--- config.mk ---
export PLATFORM = sky130hd
export DESIGN_NAME = iav_interrupt_ack_vectoring
export DESIGN_NICKNAME = d
export VERILOG_FILES = /design/src/shared/iav_pkg.sv /design/src/design/iav_pic.sv /design/src/design/iav_interrupt_ack_vectoring.sv
export SDC_FILE = /design/constraint.sdc
export NUM_CORES = 1
export LEC_CHECK = 0
export BUFFER_PORTS_ARGS = -buffer_cell sky130_fd_sc_hd__buf_2
export CORE_ASPECT_RATIO = 1.2
export CORE_MARGIN = 8
export CORE_UTILIZATION = 25
export DETAILED_ROUTE_END_ITERATION = 10
export GPL_ROUTABILITY_DRIVEN = 0
export PLACE_DENSITY = 0.45
export SLEW_MARGIN = 20
export SYNTH_ARGS = -nofsm -noshare
export SYNTH_HDL_FRONTEND = slang
export SYNTH_SLANG_ARGS = --single-unit
--- constraint.sdc ---
create_clock -name ref_clk_i -period 4.2 [get_ports ref_clk_i]
set_input_delay 1.05 -clock ref_clk_i [delete_from_list [all_inputs] [get_ports ref_clk_i]]
set_output_delay 1.05 -clock ref_clk_i [all_outputs]
set_load 0.01 [all_outputs]
--- src/shared/iav_pkg.sv ---
// shared constants, state encoding and carrier types for interrupt entry and vectoring
package iav_pkg;

  // ****************************************
  // timing
  // ****************************************
  localparam int CLK_NS = 50;            // ref clock period, 20 mhz
  localparam int ACK_NS = 200;           // least width of each acknowledge pulse
  localparam int ACK_CYC = (ACK_NS + CLK_NS - 1) / CLK_NS; // rounded up to whole cycles
  localparam int GAP_CYC = 1;            // idle cycles between the two acknowledges

  // ****************************************
  // widths, vectors and field positions
  // ****************************************
  localparam int NUM_LEVELS = 8;         // request inputs of one controller
  localparam int LVL_W = 3;              // binary level and cascade code width
  localparam int ADDR_W = 20;            // call address width
  localparam int FLAGS_W = 16;           // processor flags word
  localparam int IE_BIT = 9;             // interrupt enable flag position
  localparam int VEC_SHIFT = 2;          // identifier times four
  localparam logic [ADDR_W-1:0] NMI_VECTOR = 20'h0_0008; // fixed non-maskable vector
  localparam logic [FLAGS_W-1:0] FLAGS_RST = 16'h0000;  // flags after reset, ie clear
  localparam logic [2:0] CNT_ZERO = 3'h0;

  // ****************************************
  // state machine of the entry sequencer
  // ****************************************
  typedef enum logic [2:0] {
    IAV_IDLE,
    IAV_ACK1,
    IAV_GAP,
    IAV_ACK2,
    IAV_PUSH,
    IAV_CALL
  } iav_state_t;

  // ****************************************
  // carriers
  // ****************************************
  typedef struct packed {
    logic instr_boundary;                // pulse: current instruction completes
    logic return_from_handler;                          // pulse: return from handler executes
    logic clear_ie;                      // pulse: clear enable op
    logic set_ie;                        // pulse: set enable op
    logic [FLAGS_W-1:0] popped_flags;    // flags popped by the return
  } iav_core_in_t;

  typedef struct packed {
    logic push_valid;                    // pulse: push flags to stack
    logic [FLAGS_W-1:0] push_flags;      // flags to push
    logic call_valid;                    // pulse: indirect call
    logic [ADDR_W-1:0] call_addr;        // vector location to call through
  } iav_entry_t;

endpackage

--- src/design/iav_pic.sv ---
// one priority interrupt controller, master or slave by parameter
`timescale 1ns/1ns
module iav_pic #(
  parameter bit IS_SLAVE = 1'b0,
  parameter int LEVELS = iav_pkg::NUM_LEVELS
) (
  input wire logic ref_clk_i,
  input wire logic rstn_i,
  input wire logic [iav_pkg::NUM_LEVELS-1:0] request_input_i,
  input wire logic [7:0] vector_base_init_word_i,
  input wire logic [7:0] cascade_init_word_i,
  input wire logic ack1_i,
  input wire logic ack2_i,
  input wire logic [iav_pkg::LVL_W-1:0] cascade_i,
  output logic maskable_request_o,
  output logic [iav_pkg::LVL_W-1:0] cascade_o,
  output logic cascade_oe_o,
  output logic [7:0] data_o,
  output logic data_oe_o
);
  import iav_pkg::*;

  // the level encoder below is built for exactly eight inputs
  if (LEVELS != NUM_LEVELS) begin : g_bad_levels
    $error("iav_pic serves eight request inputs only");
  end

  // ****************************************
  // priority: input zero ranks highest
  // ****************************************
  function automatic logic [LVL_W-1:0] first_level(input logic [NUM_LEVELS-1:0] req);
    logic [LVL_W-1:0] lvl;
    lvl = '0;
    for (int i = NUM_LEVELS - 1; i >= 0; i--) begin
      if (req[i]) begin
        lvl = LVL_W'(i);
      end
    end
    return lvl;
  endfunction

  logic [LVL_W-1:0] win_lvl;             // winning level now
  logic win_slaved;                      // winner is a cascaded slave
  logic [LVL_W-1:0] lvl_q;               // level frozen at first acknowledge
  logic slaved_q;                        // frozen slaved flag
  logic casc_act_q;                      // cascade code being broadcast
  logic ack2_q;                          // ack2 delayed, for end detect
  logic selected;                        // this controller answers ack2

  assign win_lvl = first_level(request_input_i);
  assign win_slaved = !IS_SLAVE && cascade_init_word_i[win_lvl];
  assign maskable_request_o = |request_input_i;
  // slave answers only when the broadcast code names its identity
  assign selected = IS_SLAVE ? (cascade_i == cascade_init_word_i[LVL_W-1:0])
                             : !slaved_q;
  assign data_oe_o = ack2_i && selected;
  assign cascade_o = lvl_q;
  assign cascade_oe_o = casc_act_q;

  // freeze the winner on the first acknowledge and form the identifier
  always_ff @(posedge ref_clk_i or negedge rstn_i) begin
    if (!rstn_i) begin
      lvl_q <= '0;
      slaved_q <= 1'b0;
      data_o <= 8'h00;
    end else if (ack1_i) begin
      lvl_q <= win_lvl;
      slaved_q <= win_slaved;
      data_o <= vector_base_init_word_i + 8'(win_lvl);
    end
  end

  // cascade code stands from first acknowledge until second ends
  always_ff @(posedge ref_clk_i or negedge rstn_i) begin
    if (!rstn_i) begin
      casc_act_q <= 1'b0;
      ack2_q <= 1'b0;
    end else begin
      ack2_q <= ack2_i;
      if (ack1_i && win_slaved) begin
        casc_act_q <= 1'b1;
      end else if (ack2_q && !ack2_i) begin
        casc_act_q <= 1'b0;
      end
    end
  end

  // ****************************************
  // checks
  // ****************************************
  master_own_a: assert property (@(posedge ref_clk_i) disable iff (!rstn_i)
    (data_oe_o && !IS_SLAVE) |-> !slaved_q)
    else $error("master answered for a slaved level");
  vector_form_a: assert property (@(posedge ref_clk_i) disable iff (!rstn_i)
    $rose(data_oe_o) |-> data_o == vector_base_init_word_i + 8'(lvl_q))
    else $error("identifier is not base plus level");
  cascade_code_a: assert property (@(posedge ref_clk_i) disable iff (!rstn_i)
    (ack1_i && win_slaved) |=> cascade_oe_o && cascade_o == $past(win_lvl))
    else $error("cascade code not broadcast on first acknowledge");
endmodule

--- src/design/iav_interrupt_ack_vectoring.sv ---
// processor interrupt entry sequencer with on-board master controller
`timescale 1ns/1ns

module iav_interrupt_ack_vectoring (
  input wire logic ref_clk_i,
  input wire logic rstn_i,
  input wire logic nmi_pin_i,
  input wire logic [iav_pkg::NUM_LEVELS-1:0] request_input_i,
  input wire iav_pkg::iav_core_in_t core_i,
  input wire logic [7:0] vector_base_init_word_i,
  input wire logic [7:0] cascade_init_word_i,
  input wire logic [7:0] data_bus_i,
  output iav_pkg::iav_entry_t entry_o,
  output logic int_enable_o,
  output logic maskable_request_o,
  output logic ack_n_o,
  output logic [iav_pkg::LVL_W-1:0] cascade_o,
  output logic cascade_oe_o,
  output logic [7:0] data_bus_o,
  output logic data_bus_oe_o
);
  import iav_pkg::*;

  // counter is three bits wide
  if (ACK_CYC < 1 || ACK_CYC > 7) begin : g_bad_ack
    $error("acknowledge width does not fit the counter");
  end

  // ****************************************
  // pin synchronisers
  // ****************************************
  logic [1:0] nmi_sync_q;                // two-stage nmi
  logic nmi_prev_q;                      // for rising edge
  logic [NUM_LEVELS-1:0] req_meta_q;     // first stage of requests
  logic [NUM_LEVELS-1:0] req_sync_q;     // requests usable by logic
  logic [7:0] bus_meta_q;                // first stage of data bus
  logic [7:0] bus_sync_q;                // data bus usable by logic

  // only the second stages and nmi_prev_q are read beyond this process
  always_ff @(posedge ref_clk_i or negedge rstn_i) begin
    if (!rstn_i) begin
      nmi_sync_q <= 2'b00;
      nmi_prev_q <= 1'b0;
      req_meta_q <= '0;
      req_sync_q <= '0;
      bus_meta_q <= 8'h00;
      bus_sync_q <= 8'h00;
    end else begin
      nmi_sync_q <= {nmi_sync_q[0], nmi_pin_i};
      nmi_prev_q <= nmi_sync_q[1];
      req_meta_q <= request_input_i;
      req_sync_q <= req_meta_q;
      bus_meta_q <= data_bus_i;
      bus_sync_q <= bus_meta_q;
    end
  end

  // ****************************************
  // state and decode
  // ****************************************
  iav_state_t state_q;                   // entry sequencer state
  iav_state_t state_d;
  logic [2:0] cnt_q;                     // cycles within an acknowledge
  logic nmi_pend_q;                      // latched nmi edge
  logic nmi_q;                           // entry in progress is nmi
  logic [FLAGS_W-1:0] flags_q;           // processor flags
  logic [7:0] id_q;                      // identifier from the bus
  logic nmi_edge;
  logic take_nmi;
  logic take_int;
  logic ack_last;
  logic ack1_w;
  logic ack2_w;
  logic pic_oe;
  logic [7:0] pic_data;
  logic [7:0] id_sel;

  assign nmi_edge = nmi_sync_q[1] && !nmi_prev_q;
  // nmi wins whenever both are pending at the boundary
  assign take_nmi = state_q == IAV_IDLE && core_i.instr_boundary && nmi_pend_q;
  assign take_int = state_q == IAV_IDLE && core_i.instr_boundary && !nmi_pend_q
                    && maskable_request_o && flags_q[IE_BIT];
  assign ack_last = cnt_q == 3'(ACK_CYC - 1);
  assign ack1_w = state_q == IAV_ACK1;
  assign ack2_w = state_q == IAV_ACK2;
  assign ack_n_o = !(ack1_w || ack2_w);
  assign int_enable_o = flags_q[IE_BIT];
  // own controller's byte if it answers, otherwise a slave's on the bus
  assign id_sel = pic_oe ? pic_data : bus_sync_q;
  assign data_bus_o = pic_data;
  assign data_bus_oe_o = pic_oe;

  // ****************************************
  // next state
  // ****************************************
  always_comb begin
    state_d = state_q;
    unique case (state_q)
      IAV_IDLE: begin
        if (take_nmi) begin
          state_d = IAV_PUSH;
        end else if (take_int) begin
          state_d = IAV_ACK1;
        end
      end
      IAV_ACK1: begin
        if (ack_last) begin
          state_d = IAV_GAP;
        end
      end
      IAV_GAP: begin
        if (cnt_q == 3'(GAP_CYC - 1)) begin
          state_d = IAV_ACK2;
        end
      end
      IAV_ACK2: begin
        if (ack_last) begin
          state_d = IAV_PUSH;
        end
      end
      IAV_PUSH: state_d = IAV_CALL;
      IAV_CALL: state_d = IAV_IDLE;
    endcase
  end

  // state register and per-phase counter
  always_ff @(posedge ref_clk_i or negedge rstn_i) begin
    if (!rstn_i) begin
      state_q <= IAV_IDLE;
      cnt_q <= CNT_ZERO;
    end else begin
      state_q <= state_d;
      cnt_q <= (state_d != state_q) ? CNT_ZERO : cnt_q + 3'h1;
    end
  end

  // nmi edge held until taken; a new edge in the taking cycle survives
  always_ff @(posedge ref_clk_i or negedge rstn_i) begin
    if (!rstn_i) begin
      nmi_pend_q <= 1'b0;
      nmi_q <= 1'b0;
    end else begin
      nmi_pend_q <= nmi_edge || (nmi_pend_q && !take_nmi);
      if (take_nmi || take_int) begin
        nmi_q <= take_nmi;
      end
    end
  end

  // identifier sampled at the end of the second acknowledge
  always_ff @(posedge ref_clk_i or negedge rstn_i) begin
    if (!rstn_i) begin
      id_q <= 8'h00;
    end else if (ack2_w && ack_last) begin
      id_q <= id_sel;
    end
  end

  // flags: entry clears enable, return restores, core ops set or clear
  always_ff @(posedge ref_clk_i or negedge rstn_i) begin
    if (!rstn_i) begin
      flags_q <= FLAGS_RST;
    end else if (state_q == IAV_PUSH) begin
      flags_q[IE_BIT] <= 1'b0;
    end else if (core_i.return_from_handler) begin
      flags_q <= core_i.popped_flags;
    end else if (core_i.clear_ie) begin
      flags_q[IE_BIT] <= 1'b0;
    end else if (core_i.set_ie) begin
      flags_q[IE_BIT] <= 1'b1;
    end
  end

  // ****************************************
  // entry outputs, registered
  // ****************************************
  always_ff @(posedge ref_clk_i or negedge rstn_i) begin
    if (!rstn_i) begin
      entry_o <= '0;
    end else begin
      entry_o.push_valid <= state_q == IAV_PUSH;
      entry_o.call_valid <= state_q == IAV_CALL;
      if (state_q == IAV_PUSH) begin
        entry_o.push_flags <= flags_q;
      end
      if (state_q == IAV_CALL) begin
        // fixed vector for nmi, else identifier times four
        entry_o.call_addr <= nmi_q ? NMI_VECTOR
                                   : ADDR_W'({id_q, 2'b00});
      end
    end
  end

  // ****************************************
  // on-board master controller
  // ****************************************
  iav_pic #(
    .IS_SLAVE(1'b0),
    .LEVELS(NUM_LEVELS)
  ) u_master (
    .ref_clk_i(ref_clk_i),
    .rstn_i(rstn_i),
    .request_input_i(req_sync_q),
    .vector_base_init_word_i(vector_base_init_word_i),
    .cascade_init_word_i(cascade_init_word_i),
    .ack1_i(ack1_w && cnt_q == CNT_ZERO),
    .ack2_i(ack2_w),
    .cascade_i(3'h0),
    .maskable_request_o(maskable_request_o),
    .cascade_o(cascade_o),
    .cascade_oe_o(cascade_oe_o),
    .data_o(pic_data),
    .data_oe_o(pic_oe)
  );

  // ****************************************
  // checks
  // ****************************************
  nmi_first_a: assert property (@(posedge ref_clk_i) disable iff (!rstn_i)
    (state_q == IAV_IDLE && core_i.instr_boundary && nmi_pend_q) |=> state_q == IAV_PUSH)
    else $error("pending nmi not taken first");
  boundary_only_a: assert property (@(posedge ref_clk_i) disable iff (!rstn_i)
    (state_q == IAV_IDLE && !core_i.instr_boundary) |=> state_q == IAV_IDLE)
    else $error("entry started off a boundary");
  nmi_vector_a: assert property (@(posedge ref_clk_i) disable iff (!rstn_i)
    (entry_o.call_valid && nmi_q) |-> entry_o.call_addr == NMI_VECTOR && !int_enable_o)
    else $error("nmi call not through fixed vector");
  enable_gate_a: assert property (@(posedge ref_clk_i) disable iff (!rstn_i)
    (state_q == IAV_IDLE && !nmi_pend_q && !flags_q[IE_BIT]) |=> state_q != IAV_ACK1)
    else $error("maskable request taken while disabled");
  two_acks_a: assert property (@(posedge ref_clk_i) disable iff (!rstn_i)
    ($fell(ack_n_o) && ack1_w) |-> (!ack_n_o)[*4] ##1 ack_n_o ##1 (!ack_n_o)[*4] ##1 ack_n_o)
    else $error("acknowledge pair malformed");
  push_clears_a: assert property (@(posedge ref_clk_i) disable iff (!rstn_i)
    (ack2_w && ack_last) |=> ##1 entry_o.push_valid && !int_enable_o ##1 entry_o.call_valid)
    else $error("flags not pushed and enable not cleared");
  call_times4_a: assert property (@(posedge ref_clk_i) disable iff (!rstn_i)
    (entry_o.call_valid && !nmi_q) |-> entry_o.call_addr == {10'h000, id_q, 2'b00})
    else $error("call address is not identifier times four");
  return_from_handler_restore_a: assert property (@(posedge ref_clk_i) disable iff (!rstn_i)
    (core_i.return_from_handler && state_q != IAV_PUSH) |=> flags_q == $past(core_i.popped_flags))
    else $error("return did not restore flags");

  nmi_entry_c: cover property (@(posedge ref_clk_i) disable iff (!rstn_i)
    entry_o.call_valid && nmi_q);
  master_entry_c: cover property (@(posedge ref_clk_i) disable iff (!rstn_i)
    ack2_w && pic_oe);
  slave_entry_c: cover property (@(posedge ref_clk_i) disable iff (!rstn_i)
    ack2_w && cascade_oe_o && !pic_oe);
  return_from_handler_c: cover property (@(posedge ref_clk_i) disable iff (!rstn_i) core_i.return_from_handler);
endmodule

; ---- Yosys cells after proc, flatten, opt, wreduce, memory -nomap -nowiden
; Cells that the tools add are included.
; Widths: inputs -> output; s select.
[classes]
n_eq_ne = 7
bitwise_logic = 1
reduce_logical = 27
order_cmp = 1
addsub = 2
mux = 25
[op_table]
columns = operator, count
row1 = $mux 3, 14
row2 = $pmux 3 s6, 1
row3 = $logic_and 1x1->1, 12
row4 = $mux 10, 1
row5 = $eq 3x2->1 const B, 3
row6 = $add 8x3->8, 1
row7 = $mux 8, 1
row8 = $reduce_or 8->1, 1
row9 = $mux 1, 7
row10 = $eq 3x3->1 const B, 2
row11 = $logic_not 1->1, 6
row12 = $logic_not 3->1, 2
row13 = $lt 3x4->1 const B, 1
row14 = $reduce_bool 4->1, 1
row15 = $add 3x1->3 const B, 1
row16 = $bmux 1 s3, 1
row17 = $eq 3x1->1 const B, 1
row18 = $logic_or 1x1->1, 3
row19 = $ne 3x3->1, 1
row20 = $reduce_and 2->1, 1
row21 = $reduce_bool 2->1, 1
row22 = $not 1->1, 1
[word_totals]
register_bits = 119
out_inout_bits = 54
in_bits = 55

; ---- Logic depth before layout (Yosys ltp)
; Gate-level depths: netlist of run 1.
[depth]
word_depth = 12
mapped_depth = 10

; ---- Hierarchy
; A second synthesis of run 1 with hierarchy kept.
[hier_totals]
cells_unflattened = 334
area_unflattened_um2 = 4357.9
[modules_own_cells]
columns = module, n_inst, cells_each, seq_area_each_um2, area_per_inst_um2
row1 = iav_interrupt_ack_vectoring, 1, 243, 2327.2, 3477.1
row2 = iav_pic, 1, 91, 350.3, 880.8

; ---- Least setup slack after synthesis of run 1
; Ideal clock, no wire load.
[synth_timing]
path_type = input to register
startpoint = input vector_base_init_word_i[0]
endpoint = register u_master.data_o[6]
setup_ns = 0.135
setup_slack_ns = 1.770
cell_stages = 6
arrival_time_ns = 2.295
path_cell_list = ha_1 -> fa_1 -> maj3_1 -> nand4_1 -> xor2_1 -> o21ai_0
[synth_via]
elab_chain_len = 1
[synth_lines]
columns = element, line_no
row1 = "start, declared", iav_interrupt_ack_vectoring.sv:10  ; input wire logic [7:0] vector_base_init_word_i,
row2 = $add 8x3->8, iav_pic.sv:69  ; data_o <= vector_base_init_word_i + 8'(win_lvl);
row3 = "end signal, assigned", iav_pic.sv:69
row4 = "end, declared", iav_pic.sv:18  ; output logic [7:0] data_o,
; No other way between the ends.
; A chain may end at the register's enable or synchronous reset.

; ---- Worst setup path after layout of run 1
[layout_timing]
startpoint = register req_sync_q[5]
endpoint = output maskable_request_o
[layout_via]
elab_chain_len = 1
[layout_lines]
columns = element, line_no
row1 = "start, declared", iav_interrupt_ack_vectoring.sv:35  ; logic [NUM_LEVELS-1:0] req_sync_q;
row2 = "start signal, assigned", iav_interrupt_ack_vectoring.sv:52  ; req_sync_q <= req_meta_q;
row3 = $reduce_or 8->1, iav_pic.sv:52  ; assign maskable_request_o = |request_input_i;
row4 = "end, declared", iav_interrupt_ack_vectoring.sv:15  ; output logic maskable_request_o,
; No other way between the ends.

==> results of run 1 <==
[layer usage]
| layer | global-route usage, % | vias to the layer above |
|---|---|---|
| met4 | 3.86 | 0 |
| met3 | 3.62 | 11 |
| met5 | 0 | - |
| li1 | - | 1307 |
| met1 | 11.4 | 1282 |
| met2 | 14.7 | 87 |
[final timing paths]
kind | start | depth (start not counted) | to
setup reg to reg | req_sync_q[5] | 9 | u_master.data_o[7]
hold / removal | req_meta_q[5] | 0 | req_sync_q[5]
setup / recovery | req_sync_q[5] | 3 | maskable_request_o
min in group asynchronous | rstn_i | 1 | flags_q[6]
hold reg to reg | req_meta_q[5] | 0 | req_sync_q[5]
max in group asynchronous | rstn_i | 2 | nmi_sync_q[0]
[cells in the final DEF (no fill, tap or decap), types with 8 or more instances in the layout]
| cell type | count |
|---|---|
| sky130_fd_sc_hd__nand2_1 | 48 |
| sky130_fd_sc_hd__clkbuf_16 | 9 |
| sky130_fd_sc_hd__inv_1 | 12 |
| sky130_fd_sc_hd__mux2_2 | 33 |
| sky130_fd_sc_hd__mux2i_1 | 8 |
| sky130_fd_sc_hd__nor2_1 | 10 |
| sky130_fd_sc_hd__nand2b_1 | 11 |
| sky130_fd_sc_hd__conb_1 | 12 |
| sky130_fd_sc_hd__dfrtp_1 | 107 |
| sky130_fd_sc_hd__buf_2 | 95 |
| sky130_fd_sc_hd__o21ai_0 | 22 |
[area by class of cell]
class                   count  area share (%)
inverters                  12           0.865
repair buffers             98            9.80
clock buffers              10            4.59
flip-flops and latches    107            51.4
clock inverters             6            1.47
well taps                 216            5.19
multi-input cells         204            26.7
[where the power goes]
| group | total (mW) | internal [mW] | switching, mW | leakage [nW] |
|---|---|---|---|---|
| sequential | 1.50 | 1.30 | 0.202 | 1.31 |
| clock | 0.883 | 0.491 | 0.392 | 0.156 |
| combinational | 0.891 | 0.433 | 0.458 | 1.02 |
[registers in the layout, indices dropped and copies added (netlist names)]
signal / count
nmi_prev_q: 1
u_master.ack2_q: 1
nmi_q: 1
nmi_pend_q: 1
u_master.cascade_o: 3
u_master.data_o: 8
bus_sync_q: 8
cnt_q: 3
state_q: 3
entry_o: 26
id_q: 8
req_sync_q: 8
bus_meta_q: 8
u_master.slaved_q: 1
nmi_sync_q: 2
req_meta_q: 8
flags_q: 16
u_master.cascade_oe_o: 1
[logic make-up (layout without fill, tap and decap cells)]
logic type / count (synthesis) / count (layout)
XOR/XNOR: 8 / 8
multiplexers: 41 / 41
adder cells (fa/ha/maj): 8 / 8
buffers and inverters: 35 / 126
AO/OA/AOI/OAI: 44 / 44
flip-flops: 107 / 107
other: 1 / 12
AND/OR/NAND/NOR: 91 / 91
[through the flow]
| step | hold WS (ps) | power, mW | cells | worst slack, ps |
|---|---|---|---|---|
| 2_1_floorplan | 331 | 2.08 | 346 | 1770 |
| 6_report | 350 | 3.28 | 653 | 1470 |
| 3_3_place_gp | 334 | 2.42 | 637 | 1590 |
| 3_5_place_dp | 336 | 2.45 | 637 | 1540 |
| 4_1_cts | 351 | 3.36 | 653 | 1450 |
| 5_1_grt | 361 | 3.53 | 653 | 1290 |
==> flow_summary.json, run 1 <==
{
  "cts_htree_levels": 3,
  "synth_area_leader_cell": "sky130_fd_sc_hd__dfrtp_1",
  "detailed_router_s_first_iteration_violation_count": 91,
  "ir_worst_vdd_mv": 0.208,
  "place.detailed.hpwl_um": 7050,
  "synth_adder_area_share_pct": 2.44,
  "critical_path.slowest_cell": "sky130_fd_sc_hd__nor4_2",
  "clock_sinks": 107,
  "cts.root.buffer_cell": "sky130_fd_sc_hd__clkbuf_16",
  "synth_top_area_share_pct": 63.7,
  "synth_mux_area_share_pct": 10.7,
  "grt_pass1_vias": 2949,
  "route.met2.wl_um": 4420,
  "drt-total-wl_um": 9410,
  "clkSlewWorstSetupHoldPaths_ps": 70,
  "track_usage_pct": 9.40,
  "grt_setup_unrepaired": "false",
  "placed_cell_area_um2": 4890,
  "post-route-util_pct": 31.3,
  "antennaDiodeCount": 0,
  "post_cts_resized": 0,
  "number_of_clock_buffers_inserted_by_tritoncts": 9,
  "via_count": 2687,
  "place.port_buffers": 96,
  "critical_path.n_buffers_inverters": 1,
  "cts_hold_buf": 0,
  "final_min_period_over_clock_period_pct": 65.1,
  "simple_gate_fraction_of_synth_area_pct": 10.5,
  "finalSetupViolations": 0,
  "synth_enable_flop_cells": 0,
  "worst_skew_pair.late_latency_ps": 350,
  "final_layout_size_suffix_gt1_share_pct": 35.0,
  "cp_data_arrival_time_ps": 1680,
  "multiInputGateArea_um2": 1390,
  "dieArea_um2": 21300,
  "post_synth_inst_count": 335,
  "power_leakage_nw": 2.48,
  "grt_pass1_wl_um": 15400,
  "rows": 52,
  "drv_cap": 0,
  "fin_worst_skew_ps": 7.21,
  "synth.area.top_cells": "sky130_fd_sc_hd__dfrtp_1, sky130_fd_sc_hd__mux2_2, sky130_fd_sc_hd__nand2_1",
  "synth_flop_cell": "sky130_fd_sc_hd__dfrtp_1",
  "critical_path.max_stage_delay_ps": 610,
  "critPathCaptureType": "primary output",
  "synth_cell_type_count": 44,
  "timing.critical_path.required_ps": 3150,
  "finalNetCount": 493,
  "detail_route.vias_per_cell": 4.11,
  "synthesized_flop_and_latch_total": 107,
  "synth_async_sr_flop_share_pct": 100,
  "start_kind": "flop",
  "mapped_cell_area_um2": 4210,
  "grt_overflow_total": 0,
  "count_of_fill_cells_added_during_filler_insertion": 1747,
  "cp_top_family": "simple AND/OR/NAND/NOR gates",
  "cts_post_setup_buffers_inserted": 0,
  "pin_count_of_the_biggest_net_entering_global_routing": 67,
  "reg2reg_slack_ps": 1540,
  "fraction_of_the_mapped_netlist_area_in_compound_gates_pct": 6.60,
  "synth_top_family_by_area": "multiplexers",
  "design.core.area_um2": 16700,
  "m1WireLength_um": 4140,
  "timing.final.crit_period_ps": 2730,
  "cts_tree": "yes",
  "worstHoldPathType": "reg2reg",
  "synth-seq-area-share_pct": 63.7,
  "totalNegativeSetupSlack_ps": 0,
  "first_pass_iters": 4,
  "post_synth.cell_area_avg_um2": 12.6,
  "reg_area_um2": 2680,
  "timing.critical_path.fanout_max": 4,
  "cp_cell_sequence": "nor4_2 -> nand2_1 -> buf_2",
  "fp.dieW_um": 134,
  "maxClockFrequency_mhz": 366,
  "final_max_slew_viol_count": 0,
  "timing_worst_slew_pin_value_ps": 753,
  "met3_wirelength_um": 709,
  "die_height_um": 158,
  "critical_path_class": "reg2out",
  "synthesis.yosys.warnings": 0,
  "drc": 0,
  "initial_utilization_pct": 25.3,
  "dr.max_layer_used": "met4",
  "synth-xor-area-share_pct": 1.67,
  "area.growth.synth_to_final_pct": 23.8,
  "yosys.cell_count.top_type": "sky130_fd_sc_hd__dfrtp_1",
  "initial_antenna_violation_count": 0,
  "final_hold_violations": 0,
  "clock_tree.buffer_depth": 2,
  "power.density_cell_area_nw_per_um2": 629,
  "final_design_area_no_fill_um2": 5210,
  "status": "finished clean",
  "slew-limit-headroom_pct": 49.8,
  "netlist_top_cells_count": "sky130_fd_sc_hd__dfrtp_1, sky130_fd_sc_hd__nand2_1, sky130_fd_sc_hd__mux2_2",
  "final_antenna_net_count": 0,
  "wl_per_cell_um": 14.4,
  "io_pins": 109
}
Note: power is estimated with default switching activity, not from simulation.
==> inputs of run 2 (changes only) <==
- ABC_AREA: default -> 1
- PLACE_DENSITY: 0.45 -> 0.46
- clock period: 4.2 -> 2.2 ns (I/O delays scaled with it)
==> flow_summary.json, run 2 <==
{
  "place.detailed.hpwl_um": 7840,
  "status": "finished clean",
  "synthesis.yosys.warnings": 0,
  "dieArea_um2": 21700,
  "final_antenna_net_count": 0,
  "cts.root.buffer_cell": "sky130_fd_sc_hd__clkbuf_16",
  "yosys.cell_count.top_type": "sky130_fd_sc_hd__nand2_1",
  "synth_async_sr_flop_share_pct": 100,
  "multiInputGateArea_um2": 1360,
  "critPathCaptureType": "primary output",
  "maxClockFrequency_mhz": 481,
  "drc": 0,
  "synth_cell_type_count": 32,
  "grt_pass1_wl_um": 16900,
  "drt-total-wl_um": 10300,
  "grt_setup_unrepaired": "false",
  "cts_tree": "yes",
  "synth-seq-area-share_pct": 62.1,
  "number_of_clock_buffers_inserted_by_tritoncts": 9,
  "timing.critical_path.required_ps": 1650,
  "clock_sinks": 107,
  "synthesized_flop_and_latch_total": 107,
  "reg2reg_slack_ps": 270,
  "power.density_cell_area_nw_per_um2": 1160,
  "finalSetupViolations": 0,
  "clkSlewWorstSetupHoldPaths_ps": 70,
  "post-route-util_pct": 31.5,
  "grt_overflow_total": 0,
  "initial_utilization_pct": 25.5,
  "critical_path.max_stage_delay_ps": 460,
  "clock_tree.buffer_depth": 2,
  "synth_flop_cell": "sky130_fd_sc_hd__dfrtp_1",
  "totalNegativeSetupSlack_ps": 0,
  "area.growth.synth_to_final_pct": 23.6,
  "timing.critical_path.fanout_max": 13,
  "drv_cap": 0,
  "synth_top_area_share_pct": 62.1,
  "grt_pass1_vias": 3390,
  "rows": 52,
  "final_hold_violations": 0,
  "start_kind": "flop",
  "worst_skew_pair.late_latency_ps": 350,
  "io_pins": 109,
  "antennaDiodeCount": 0,
  "critical_path_class": "reg2out",
  "synth.area.top_cells": "sky130_fd_sc_hd__dfrtp_1, sky130_fd_sc_hd__nand2_1, sky130_fd_sc_hd__inv_1",
  "cts_hold_buf": 0,
  "fp.dieW_um": 136,
  "die_height_um": 160,
  "cp_data_arrival_time_ps": 1530,
  "regMostFlops": "entry_o",
  "post-route-worst-setup-slack_ps": 122,
  "critical_path.slowest_cell": "sky130_fd_sc_hd__dfrtp_1",
  "netlist_top_cells_count": "sky130_fd_sc_hd__nand2_1, sky130_fd_sc_hd__dfrtp_1, sky130_fd_sc_hd__inv_1",
  "track_usage_pct": 9.89,
  "finalNonFillerCells": 767,
  "cts_post_setup_buffers_inserted": 0,
  "flip_flop_count_of_the_largest_register_all_copies_and_words_added": 26,
  "reg_area_um2": 2680,
  "power_leakage_nw": 2.81,
  "placedCellCount": 751,
  "design.core.area_um2": 16900,
  "place_worst_setup_slack_ps": 179,
  "ir_worst_vdd_mv": 0.415,
  "mapped_cell_area_um2": 4310,
  "initial_antenna_violation_count": 0,
  "worstHoldPathType": "in2async",
  "detail_route.vias_per_cell": 4.17,
  "cp_cell_sequence": "inv_2 -> nor2_2 -> inv_1 -> nor2_4 -> buf_2",
  "first_pass_iters": 4,
  "fin_worst_skew_ps": 7.90,
  "synth_enable_flop_cells": 0,
  "timing.final.crit_period_ps": 2080,
  "wl_per_cell_um": 13.5,
  "final_layout_size_suffix_gt1_share_pct": 26.1,
  "post_synth.cell_area_avg_um2": 9.78,
  "final_max_slew_viol_count": 0,
  "most-common-layout-cells": "sky130_fd_sc_hd__nand2_1, sky130_fd_sc_hd__dfrtp_1, sky130_fd_sc_hd__buf_2",
  "via_count": 3197,
  "finalNetCount": 607,
  "detailed_router_s_first_iteration_violation_count": 148,
  "most_common_cell_after_layout_fill_and_taps_aside": "sky130_fd_sc_hd__nand2_1",
  "synth_area_leader_cell": "sky130_fd_sc_hd__dfrtp_1",
  "post_synth_inst_count": 441,
  "worst-r2r-cell-count": 16,
  "place.port_buffers": 96,
  "biggestRegsByFlops": "entry_o x26, flags_q x16",
  "count_of_fill_cells_added_during_filler_insertion": 1819,
  "pin_count_of_the_biggest_net_entering_global_routing": 47,
  "final_min_period_over_clock_period_pct": 94.5,
  "cts_htree_levels": 3
}
-- run 2: layout make-up --
cell class,count,share of cell area [%]
multi-input cells,275,25.6
clock buffers,10,4.30
inverters,49,3.48
repair buffers,104,10.4
well taps,216,5.07
flip-flops and latches,107,50.2
clock inverters,6,0.892
-- run 2: where the power goes --
part / internal [mW] / switching (mW)
registers: 2.45 / 0.336
logic: 0.689 / 1.16
clock network: 0.779 / 0.759
-- run 2: routing by layer --
metal  share of wire (%)  wire length, um  track usage, %
met3                 6.4              657            2.70
met2                  49             5020            16.3
met4                 2.1              213            4.85
met5                   0                0               0
met1                  43             4430            11.5
-- run 2: kinds of logic after synthesis --
group	after synthesis	share of synthesized area, %
buffers and inverters	70	7.40
DFF	107	62.1
and+or+nand+nor	189	18.9
other	1	0.0870
xor gates and xnor gates	1	0.203
muxes	9	2.35
AOI/OAI and AO/OA	58	7.05
adders and majority gates	6	1.92
-- run 2: worst max-delay path, delay by kind of cell, from the launching register on --
family | cells | cell delay (ps)
AND/OR/NAND/NOR | 2 | 300
flip-flops | 1 | 460
buffers and inverters | 3 | 420
-- run 2: what timing repair did --
action                                 CTS  global route
resized for setup                        0             3
setup endpoints to repair                0             2
endpoints found under the hold margin    0             0
-- run 2: worst paths after layout --
path                                    start                  to
min reg2reg                     bus_meta_q[0]       bus_sync_q[0]
max in group asynchronous              rstn_i       bus_sync_q[6]
min                                    rstn_i         entry_o[29]
max                                state_q[0]       data_bus_oe_o
min in group ref_clk_i     request_input_i[4]       req_meta_q[4]
max reg2reg                     req_sync_q[5]  u_master.data_o[6]
-- run 2: metrics by stage --
| stage | cell area [um^2] | hold WS, ps | power (mW) |
|---|---|---|---|
| after CTS | 5320 | 88.4 | 6.31 |
| after global placement | 5040 | 333 | 4.68 |
| after global routing | 5330 | 100 | 6.67 |
| after floorplan | 4350 | 254 | 3.97 |
| after detailed placement | 5040 | 336 | 4.73 |
| final | 5330 | 90.7 | 6.17 |
